--- src/design/mmpwm_pkg.sv ---
package mmpwm_pkg;
  localparam int COUNT_W = 16;
  localparam int PRESC_W = 8;
  localparam logic [1:0] MODE_STANDARD = 2'h0;
  localparam logic [1:0] MODE_SET_MATCH = 2'h1;
  localparam logic [1:0] MODE_TOGGLE = 2'h2;
  localparam logic [1:0] MODE_CENTER = 2'h3;
  localparam logic [1:0] OFS_NONE = 2'h0;
  localparam logic [PRESC_W-1:0] PRESC_RESET = 8'h00;
  localparam logic [COUNT_W-1:0] COUNT_RESET = 16'h0000;
  localparam int SYNC_STAGES = 3;
endpackage : mmpwm_pkg

--- src/design/mmpwm_sync.sv ---
module mmpwm_sync (
  input wire logic sys_clk_i,
  input wire logic nrst_i,
  input wire logic async_i,
  output logic level_o,
  output logic rise_o
);
  typedef struct packed {
    logic [mmpwm_pkg::SYNC_STAGES-1:0] sh;
    logic lvl;
  } mmpwm_sync_type;
  mmpwm_sync_type st_r;
  mmpwm_sync_type st_nxt;
  always_comb begin
    st_nxt = st_r;
    st_nxt.sh = {st_r.sh[mmpwm_pkg::SYNC_STAGES-2:0], async_i};
    // Only stages two and three vote; stage one feeds nothing else
    if (st_r.sh[mmpwm_pkg::SYNC_STAGES-2] == st_r.sh[mmpwm_pkg::SYNC_STAGES-1]) begin
      st_nxt.lvl = st_r.sh[mmpwm_pkg::SYNC_STAGES-1];
    end
  end
  always_ff @(posedge sys_clk_i or negedge nrst_i) begin
    if (!nrst_i) begin
      st_r <= '0;
    end else begin
      st_r <= st_nxt;
    end
  end
  assign level_o = st_r.lvl;
  assign rise_o = st_nxt.lvl & ~st_r.lvl;
endmodule : mmpwm_sync

--- src/design/mmpwm_core.sv ---
// Behaviour
// Standard: active at phase, inactive at duty
// Standard: period match restarts the timer
// Standard period is (period+1)*(prescale+1) clocks
// Standard active span is duty minus phase
// Offset match may resynchronise the timer
// Set-match: set at phase, hold until cleared
// Set-match: duty ignored, period bounds timer
// Set-match: level writes apply next tick
// Toggle: 50% duty, twice standard period
// Toggle: phase sets toggle delay after period
// Toggle: level writes do not matter
// Center: timer counts up then down to 0
// Center: set counting up, clear counting down
// Center: up match period-duty, down plus one
// Center period is twice standard period
// Center active span is twice duty
// Center: level writes do not matter
// Timer advances once per prescaled tick
module mmpwm_core #(
  parameter int COUNT_W = mmpwm_pkg::COUNT_W,
  parameter int PRESC_W = mmpwm_pkg::PRESC_W
) (
  input wire logic sys_clk_i,
  input wire logic nrst_i,
  input wire logic enable_i,
  input wire logic [1:0] mode_i,
  input wire logic [PRESC_W-1:0] prescale_i,
  input wire logic [COUNT_W-1:0] period_count_i,
  input wire logic [COUNT_W-1:0] duty_count_i,
  input wire logic [COUNT_W-1:0] phase_count_i,
  input wire logic level_force_field_i,
  input wire logic level_write_i,
  input wire logic [1:0] offset_mode_i,
  input wire logic offset_event_i,
  output logic pwm_o,
  output logic [COUNT_W-1:0] pwm_timer_count_o,
  output logic period_event_o,
  output logic counting_down_o
);
  if (COUNT_W < 2 || COUNT_W > 32 || PRESC_W < 1 || PRESC_W > 16) begin : g_bad_width
    $error("mmpwm_core: unsupported width");
  end

  typedef struct packed {
    logic [PRESC_W-1:0] pre;
    logic [COUNT_W-1:0] tmr;
    logic down;
    logic out;
    logic tog_wait;
    logic pend_valid;
    logic pend_level;
    logic per_evt;
  } mmpwm_core_type;

  mmpwm_core_type st_r;
  mmpwm_core_type st_nxt;
  logic ofs_rise;
  logic tick;
  logic [COUNT_W-1:0] up_match;
  logic [COUNT_W-1:0] dn_match;

  // Offset event arrives from another block's pin domain
  mmpwm_sync u_ofs_sync (
    .sys_clk_i(sys_clk_i),
    .nrst_i(nrst_i),
    .async_i(offset_event_i),
    .level_o(),
    .rise_o(ofs_rise)
  );

  assign tick = (st_r.pre == prescale_i);
  assign up_match = period_count_i - duty_count_i;
  assign dn_match = up_match + {{(COUNT_W-1){1'b0}}, 1'b1};

  always_comb begin
    st_nxt = st_r;
    st_nxt.per_evt = 1'b0;
    if (!enable_i) begin
      st_nxt.pre = mmpwm_pkg::PRESC_RESET;
      st_nxt.tmr = mmpwm_pkg::COUNT_RESET;
      st_nxt.down = 1'b0;
      st_nxt.out = 1'b0;
      st_nxt.tog_wait = 1'b0;
      st_nxt.pend_valid = 1'b0;
    end else if (tick) begin
      st_nxt.pre = mmpwm_pkg::PRESC_RESET;
      st_nxt.tmr = st_r.tmr + {{(COUNT_W-1){1'b0}}, 1'b1};
      case (mode_i)
        mmpwm_pkg::MODE_STANDARD: begin
          if (st_r.tmr == phase_count_i) begin
            st_nxt.out = 1'b1;
          end
          if (st_r.tmr == duty_count_i) begin
            st_nxt.out = 1'b0;
          end
          if (st_r.tmr >= period_count_i) begin
            st_nxt.tmr = mmpwm_pkg::COUNT_RESET;
            st_nxt.per_evt = 1'b1;
          end
        end
        mmpwm_pkg::MODE_SET_MATCH: begin
          if (st_r.tmr == phase_count_i && phase_count_i <= period_count_i) begin
            st_nxt.out = 1'b1;
          end
          if (st_r.pend_valid) begin
            st_nxt.out = st_r.pend_level;
            st_nxt.pend_valid = 1'b0;
          end
          if (st_r.tmr >= period_count_i) begin
            st_nxt.tmr = mmpwm_pkg::COUNT_RESET;
            st_nxt.per_evt = 1'b1;
          end
        end
        mmpwm_pkg::MODE_TOGGLE: begin
          // Duty and level writes are ignored here
          if (st_r.tog_wait && st_r.tmr == phase_count_i) begin
            st_nxt.out = ~st_r.out;
            st_nxt.tog_wait = 1'b0;
          end
          if (st_r.tmr >= period_count_i) begin
            st_nxt.tmr = mmpwm_pkg::COUNT_RESET;
            st_nxt.per_evt = 1'b1;
            st_nxt.tog_wait = 1'b1;
          end
        end
        default: begin
          if (!st_r.down) begin
            if (st_r.tmr == up_match) begin
              st_nxt.out = 1'b1;
            end
            if (st_r.tmr >= period_count_i) begin
              // The peak stands for two ticks so one period spans 2*(period+1) ticks
              st_nxt.down = 1'b1;
              st_nxt.tmr = st_r.tmr;
            end
          end else begin
            st_nxt.tmr = st_r.tmr - {{(COUNT_W-1){1'b0}}, 1'b1};
            if (st_r.tmr == dn_match) begin
              st_nxt.out = 1'b0;
            end
            if (st_r.tmr == mmpwm_pkg::COUNT_RESET) begin
              st_nxt.down = 1'b0;
              st_nxt.tmr = mmpwm_pkg::COUNT_RESET;
              st_nxt.per_evt = 1'b1;
            end
          end
        end
      endcase
    end else begin
      st_nxt.pre = st_r.pre + {{(PRESC_W-1){1'b0}}, 1'b1};
    end
    // Offset sync restarts the period; the detailed offset modes live elsewhere
    if (enable_i && offset_mode_i != mmpwm_pkg::OFS_NONE && ofs_rise) begin
      st_nxt.tmr = mmpwm_pkg::COUNT_RESET;
      st_nxt.pre = mmpwm_pkg::PRESC_RESET;
      st_nxt.down = 1'b0;
    end
    // A level write is held until the next tick, so it lands on a PWM clock edge.
    // Captured last so a write on the tick that drains the previous one is kept.
    if (enable_i && level_write_i && mode_i == mmpwm_pkg::MODE_SET_MATCH) begin
      st_nxt.pend_valid = 1'b1;
      st_nxt.pend_level = level_force_field_i;
    end
  end

  always_ff @(posedge sys_clk_i or negedge nrst_i) begin
    if (!nrst_i) begin
      st_r <= '0;
    end else begin
      st_r <= st_nxt;
    end
  end

  assign pwm_o = st_r.out;
  assign pwm_timer_count_o = st_r.tmr;
  assign period_event_o = st_r.per_evt;
  assign counting_down_o = st_r.down;

  chk_disable_clears: assert property (
    @(posedge sys_clk_i) disable iff (!nrst_i)
    !enable_i |=> !pwm_o) else $error("output active while disabled");
  chk_std_period_wrap: assert property (
    @(posedge sys_clk_i) disable iff (!nrst_i)
    enable_i && tick && mode_i == mmpwm_pkg::MODE_STANDARD && !ofs_rise
    && st_r.tmr >= period_count_i |=> pwm_timer_count_o == '0)
    else $error("standard timer did not wrap");
  chk_std_phase_set: assert property (
    @(posedge sys_clk_i) disable iff (!nrst_i)
    enable_i && tick && mode_i == mmpwm_pkg::MODE_STANDARD
    && st_r.tmr == phase_count_i && st_r.tmr != duty_count_i |=> pwm_o)
    else $error("standard phase match missed");
  chk_std_duty_clear: assert property (
    @(posedge sys_clk_i) disable iff (!nrst_i)
    enable_i && tick && mode_i == mmpwm_pkg::MODE_STANDARD
    && st_r.tmr == duty_count_i |=> !pwm_o) else $error("standard duty match missed");
  chk_timer_hold: assert property (
    @(posedge sys_clk_i) disable iff (!nrst_i)
    enable_i && !tick && !ofs_rise |=> $stable(pwm_timer_count_o))
    else $error("timer moved without tick");
  chk_setm_hold: assert property (
    @(posedge sys_clk_i) disable iff (!nrst_i)
    enable_i && mode_i == mmpwm_pkg::MODE_SET_MATCH && pwm_o && !st_r.pend_valid
    && !level_write_i && $stable(mode_i) |=> pwm_o) else $error("set-match output dropped");
  chk_setm_phase_set: assert property (
    @(posedge sys_clk_i) disable iff (!nrst_i)
    enable_i && tick && mode_i == mmpwm_pkg::MODE_SET_MATCH && !st_r.pend_valid
    && st_r.tmr == phase_count_i && phase_count_i <= period_count_i |=> pwm_o)
    else $error("set-match phase match missed");
  // A phase beyond the period can never be reached, so the output must stay low
  chk_setm_far_phase: assert property (
    @(posedge sys_clk_i) disable iff (!nrst_i)
    enable_i && mode_i == mmpwm_pkg::MODE_SET_MATCH && !pwm_o && !st_r.pend_valid
    && phase_count_i > period_count_i |=> !pwm_o)
    else $error("set-match matched above period");
  chk_setm_write: assert property (
    @(posedge sys_clk_i) disable iff (!nrst_i)
    enable_i && tick && mode_i == mmpwm_pkg::MODE_SET_MATCH && st_r.pend_valid
    && !(st_r.tmr == phase_count_i && phase_count_i <= period_count_i)
    |=> pwm_o == $past(st_r.pend_level)) else $error("level write not applied");
  chk_toggle_flip: assert property (
    @(posedge sys_clk_i) disable iff (!nrst_i)
    enable_i && tick && mode_i == mmpwm_pkg::MODE_TOGGLE && st_r.tog_wait
    && st_r.tmr == phase_count_i |=> pwm_o != $past(pwm_o))
    else $error("toggle at phase missed");
  chk_toggle_nowrite: assert property (
    @(posedge sys_clk_i) disable iff (!nrst_i)
    enable_i && !tick && mode_i == mmpwm_pkg::MODE_TOGGLE && $stable(mode_i)
    |=> $stable(pwm_o)) else $error("toggle output changed off tick");
  chk_center_up_set: assert property (
    @(posedge sys_clk_i) disable iff (!nrst_i)
    enable_i && tick && mode_i == mmpwm_pkg::MODE_CENTER && !st_r.down
    && st_r.tmr == up_match |=> pwm_o) else $error("center set missed");
  chk_center_down: assert property (
    @(posedge sys_clk_i) disable iff (!nrst_i)
    enable_i && tick && mode_i == mmpwm_pkg::MODE_CENTER && st_r.down
    && st_r.tmr == dn_match && !ofs_rise |=> !pwm_o) else $error("center clear missed");
  chk_center_peak: assert property (
    @(posedge sys_clk_i) disable iff (!nrst_i)
    enable_i && tick && mode_i == mmpwm_pkg::MODE_CENTER && !st_r.down && !ofs_rise
    && st_r.tmr >= period_count_i |=> counting_down_o
    && pwm_timer_count_o == $past(pwm_timer_count_o)) else $error("center peak not held");
endmodule : mmpwm_core

--- config.mk ---
export PLATFORM = sky130hd
export DESIGN_NAME = mmpwm_core
export DESIGN_NICKNAME = d
export VERILOG_FILES = /design/src/design/mmpwm_pkg.sv /design/src/design/mmpwm_sync.sv /design/src/design/mmpwm_core.sv
export SDC_FILE = /design/constraint.sdc
export NUM_CORES = 1
export LEC_CHECK = 0
export ABC_CLOCK_PERIOD_IN_PS = 5700
export BUFFER_PORTS_ARGS = -buffer_cell sky130_fd_sc_hd__buf_2
export CORE_MARGIN = 5
export CORE_UTILIZATION = 63
export CTS_CLUSTER_SIZE = 10
export DETAILED_ROUTE_END_ITERATION = 12
export PLACE_DENSITY = 0.95
export SYNTH_ARGS = -nofsm -noshare
export SYNTH_HDL_FRONTEND = slang
export SYNTH_HIERARCHICAL = 1
export SYNTH_SLANG_ARGS = --single-unit
--- constraint.sdc ---
create_clock -name sys_clk_i -period 5.7 [get_ports sys_clk_i]
set_input_delay 1.14 -clock sys_clk_i [delete_from_list [all_inputs] [get_ports sys_clk_i]]
set_output_delay 1.14 -clock sys_clk_i [all_outputs]
set_load 0.01 [all_outputs]
* Word level (Yosys, flattened, before mapping) *
Index checks and enable logic that the tools add are counted.

storage, ports and cells
  register bits = 34
  memory bits (read-only) = 0
  input bits = 66
  memories = 0
  memory bits (writable) = 0
  word-level logic and storage cells = 85
  output and inout bits = 19
  latch bits = 0

cells by class
  muxes and demuxes = 29
  shift-type cells = 0
  multiply operators = 0
  add/subtract/negate cells = 5
  divide/modulo/power cells = 0
  reductions and logical operators = 15
  equal/unequal tests = 21
  bitwise operators = 3
  $lt $le $gt $ge = 2

operators by type and width
  kind                                                 count
  == test 16 bit                                       4
  2-to-1 mux 17 bit                                    2
  adder 16 x 1 -> 16 bit (second input constant)       2
  2-to-1 mux 16 bit                                    2
  2-to-1 mux 28 bit                                    1
  2-to-1 mux 25 bit                                    1
  2-to-1 mux 20 bit                                    1
  2-to-1 mux 18 bit                                    1
  2-to-1 mux 1 bit                                     17
  greater-or-equal comparator 16 bit                   1
  <= comparator 16 bit                                 1
  zero test 16 bit                                     1
  subtractor 16 x 1 -> 16 bit (second input constant)  1
  subtractor 16 bit                                    1
  != test 3 x 1 -> 1 bit (second input constant)       4
  adder 8 x 1 -> 8 bit (second input constant)         1
  == test 8 bit                                        1
  2-to-1 mux 8 bit                                     1
  != test 4 bit (second input constant)                2
  logical AND 1 bit                                    6
  != test 6 x 1 -> 1 bit (second input constant)       1
  != test 6 x 2 -> 1 bit (second input constant)       1
  AND reduction 2 bit                                  3
  AND reduction 6 bit                                  1
  other kinds (15)                                     18

* Longest topological paths before layout *
  word-level depth = 9
  depth in mapped cells = 15
  depth with buffers taken out = 14

* Modules after synthesis *
Netlist, hierarchy kept.

by module, submodules not included
  module      sequential area each (um^2)  times used  cells each  area an instance (um^2)
  mmpwm_core  750.7                        1           651         4,882.2
  mmpwm_sync  100.1                        1           6           121.4

* Worst setup path after synthesis *
No wires, ideal clock.

  path kind = input-to-reg
  start = input port period_count_i[0]
  end = register st_r, in the netlist pwm_o
  required time = 5.576 ns
  library setup time = 0.124 ns
  buffers on the path = 0
  cell stages on the path = 14
  slack = 1.602 ns
  arrival = 3.974 ns
  path through = inv_1 ha_1 fa_1 nand2b_1 a21oi_1 a211o_1 a21boi_1 o31ai_1 xor2_1 or4_1 o2111a_1 a21oi_1 a41oi_1 o31a_1

on the way
  word-level cells in the longest chain between the ends = 5
  elaborated cells on any way between the ends = 10
  classes of those cells = add/sub: 2; order compare: 1; eq/ne: 5; reduce/logical: 2

RTL lines
  what                                      RTL line           text
  from (decl)                               mmpwm_core.sv:29   input wire logic [COUNT_W-1:0] period_count_i,
  subtractor 16 bit                         mmpwm_core.sv:73   assign up_match = period_count_i - duty_count_i;
  adder 16 x 1 -> 16 bit                    mmpwm_core.sv:74   assign dn_match = up_match + {{(COUNT_W-1){1'b0}}, 1'b1};
  == test 16 bit                            mmpwm_core.sv:139  if (st_r.tmr == dn_match) begin
  != test 6 x 2 -> 1 bit (no source line)   n/a
  AND reduction 6 bit (no source line) (*)  n/a
  to (signal assigned)                      mmpwm_core.sv:171  st_r <= st_nxt;
  to (decl)                                 mmpwm_core.sv:56   mmpwm_core_type st_r;

Every way passes the cells marked *; elsewhere a longest branch is shown, timed or not.
A chain may end at the register's enable or synchronous reset.

* Worst setup path in the final report *
Ends and elaborated chain as after synthesis.

==> results.ini <==
[global_route]
grtUsageTotal=0.2937
grt_pass1_vias=5223
grt_max_degree=35
antenna_found_initial=0
grt-ovfl-total=0
grt_pass1_wl_mm=23.98

[synthesis]
synth_top_family_by_area=simple AND/OR/NAND/NOR gates
synth-compound-area-share=0.2203
synth_area_leaders=dfrtp_1 (17%), ha_1 (13%), xnor2_1 (8.8%), xor2_1 (5.6%), a21oi_1 (4.6%)
yosysWarnings=6
synth_xor_area_frac=0.1468
synthesis.area_um2=5004
yosysSeqAreaShare=0.1700
synth_nets=775
syn_inst=657
synth_mux_area_frac=0.006252
synthFlopType=dfrtp_1
synth.top_cell.area_share=0.1700
synthSimpleGateAreaFrac=0.2388
synthArstFlopShare=1.000
synth_top_area_cell=dfrtp_1
synth_area_per_cell_um2=7.616
ys_ff_latch=34
yosys.cell_types.count=77
synth_adder_area_share=0.1338
synth-edff-count=0

[sta]
whs_ns=0.3599
finalSetupViolCount=0
max-slew-margin-rel=0.2726
setup_tns_ns=0
period_share=0.7387
hold_violations=0
fmax_ghz=0.2375
rsz0062_at_grt=false
period_needed_ns=4.210
clock_skew_ns=0.008408
tightest_slew_ns=1.082
slew_viol_final=0

[clocking]
cts_max_level=2
cts_buffer_depth=2
post_cts_buffers=0
path_clk_slew_ns=0.08
clockRootBuffer=clkbuf_8
clock_latency_ns=0.30
cts_buffers=5
clock-sinks=34
cts_resized=0
cts_hold_buf=0
tritoncts=done

[power]
p_per_area_nw_per_um2=157.5
leakagePower_nw=2.647
vdd_drop_max_mv=0.1538

[final_layout]
seqCellArea_um2=850.8
n_antenna_cell=0
finalInstanceArea_um2=5453
drive_gt1_frac=0.1544
multi_input_area_um2=3732
fill_cells=604
fin_nets=823
most-common-layout-cells=buf_2 (84), nor2_1 (56), ha_1 (51)
final_common_cell=buf_2
area_growth_pct=8.977

[route]
ant_nets=0
drtIter0Drc=412
finalWirelength_mm=14.47
wl_per_cell_um=17.91
drc_errors=0
num_vias=5235
vias_per_cell=6.479
first_pass_iters=5

[critical_path]
crit_type=input port to flop
crit_family=compound AO/OA/AOI/OAI gates
path_buf_inv=2
crit_fanout=5
path_depth=15
crit_arrival_ns=4.40
crit_path_start_kind=input port
cp.required_ns=5.89
worst_path_largest_cell_delay_ns=0.50
critPathCaptureType=flop
cpMostUsedCell=a21oi_1
reg2reg_depth=13
cp_cell_sequence=buf_2 -> inv_1 -> ha_1 -> fa_1 -> nand2b_1 -> a21oi_1 -> a211o_1 -> a21boi_1 -> xnor2_1 -> nand2_1 -> or4_1 -> o2111a_1 -> a21oi_1 -> a41oi_1 -> o31a_1
cp_slowest_cell=or4_1

[place]
place_area_um2=5315
portBuffers=84
hpwlAfterDp_mm=11.52
place_congestion=0.9565

[floorplan]
fp.dieH_um=99.12
coreArea_um2=7727
placementRows=32
die_x_um=99.12
fp.dieArea_um2=9825
start_util=0.6475
io_pins=85

[min_path]
hold_depth=0
hold_path_class=flop to flop

[run_status]
outcome=finished, final reports clean

[run]
drv_cap=0

## stage by stage
stage                 util  setup WS (ns)  power [mW]  std cells
floorplan                -          1.602      0.4943        657
global placement    0.6878          1.284      0.5714        800
detailed placement  0.6878          1.219      0.5838        800
CTS                 0.7056          1.516      0.8550        808
global route        0.7056          1.255      0.9044        808
finish              0.7056          1.490      0.8586        808
## power by group
group          internal [mW]  switching, mW
sequential             0.247        0.00594
clock                  0.175         0.0959
combinational          0.138          0.197
total                  0.560          0.298
## cell type report
cell class / count / area share
clock buffers: 5 / 0.01262
clock inverters: 3 / 0.01262
inverters: 47 / 0.03235
multi-input cells: 532 / 0.6845
flip-flops and latches: 34 / 0.1560
well taps: 102 / 0.02341
repair buffers: 85 / 0.07848
## cell usage after synthesis, drive strengths merged, types with 4 or more instances
cell,n
or2,4
a21boi,4
or3,12
nor3,14
buf,23
xnor2,51
o21ai,30
xor2,32
and2,6
dfrtp,34
nor4,10
a211oi,7
nand2,45
and3,16
nand2b,11
nand3,25
clkbuf,21
nand4,17
a21oi,46
nor2,57
o221ai,4
o22ai,5
a21o,11
inv,47
o31ai,7
ha,51
## logic make-up after synthesis
kind of cell,Yosys count
adders and majority gates,53
buffers and inverters,91
and+or+nand+nor,232
DFF,34
muxes,3
xor gates and xnor gates,83
AOI/OAI and AO/OA,161
## path summary, 6_finish.rpt
check                                startpoint              endpoint  slack [ns]
max                           period_count_i[0]                 pwm_o        1.49
min                        u_ofs_sync/st_nxt[2]  u_ofs_sync/st_nxt[3]        0.36
max reg2reg                pwm_timer_count_o[0]  pwm_timer_count_o[9]        1.85
min reg2reg                u_ofs_sync/st_nxt[2]  u_ofs_sync/st_nxt[3]        0.36
max in group asynchronous                nrst_i  pwm_timer_count_o[0]        4.29
min in group asynchronous                nrst_i               st_r[1]        0.91
## routing by layer
metal,up-vias,track usage,wire length [µm]
met5,-,0,0
met4,0,0.1576,744
met3,68,0.04208,1070
met2,277,0.5114,7032
met1,2433,0.3478,5623
li1,2457,-,-
## registers in the layout (all words and copies together), names as in the netlist
name                flops
counting_down_o         1
period_event_o          1
pwm_o                   1
pwm_timer_count_o      16
st_r                   11
u_ofs_sync/level_o      1
u_ofs_sync/st_nxt       2
u_ofs_sync/st_r         1
Power figures use the tool's default switching activity.
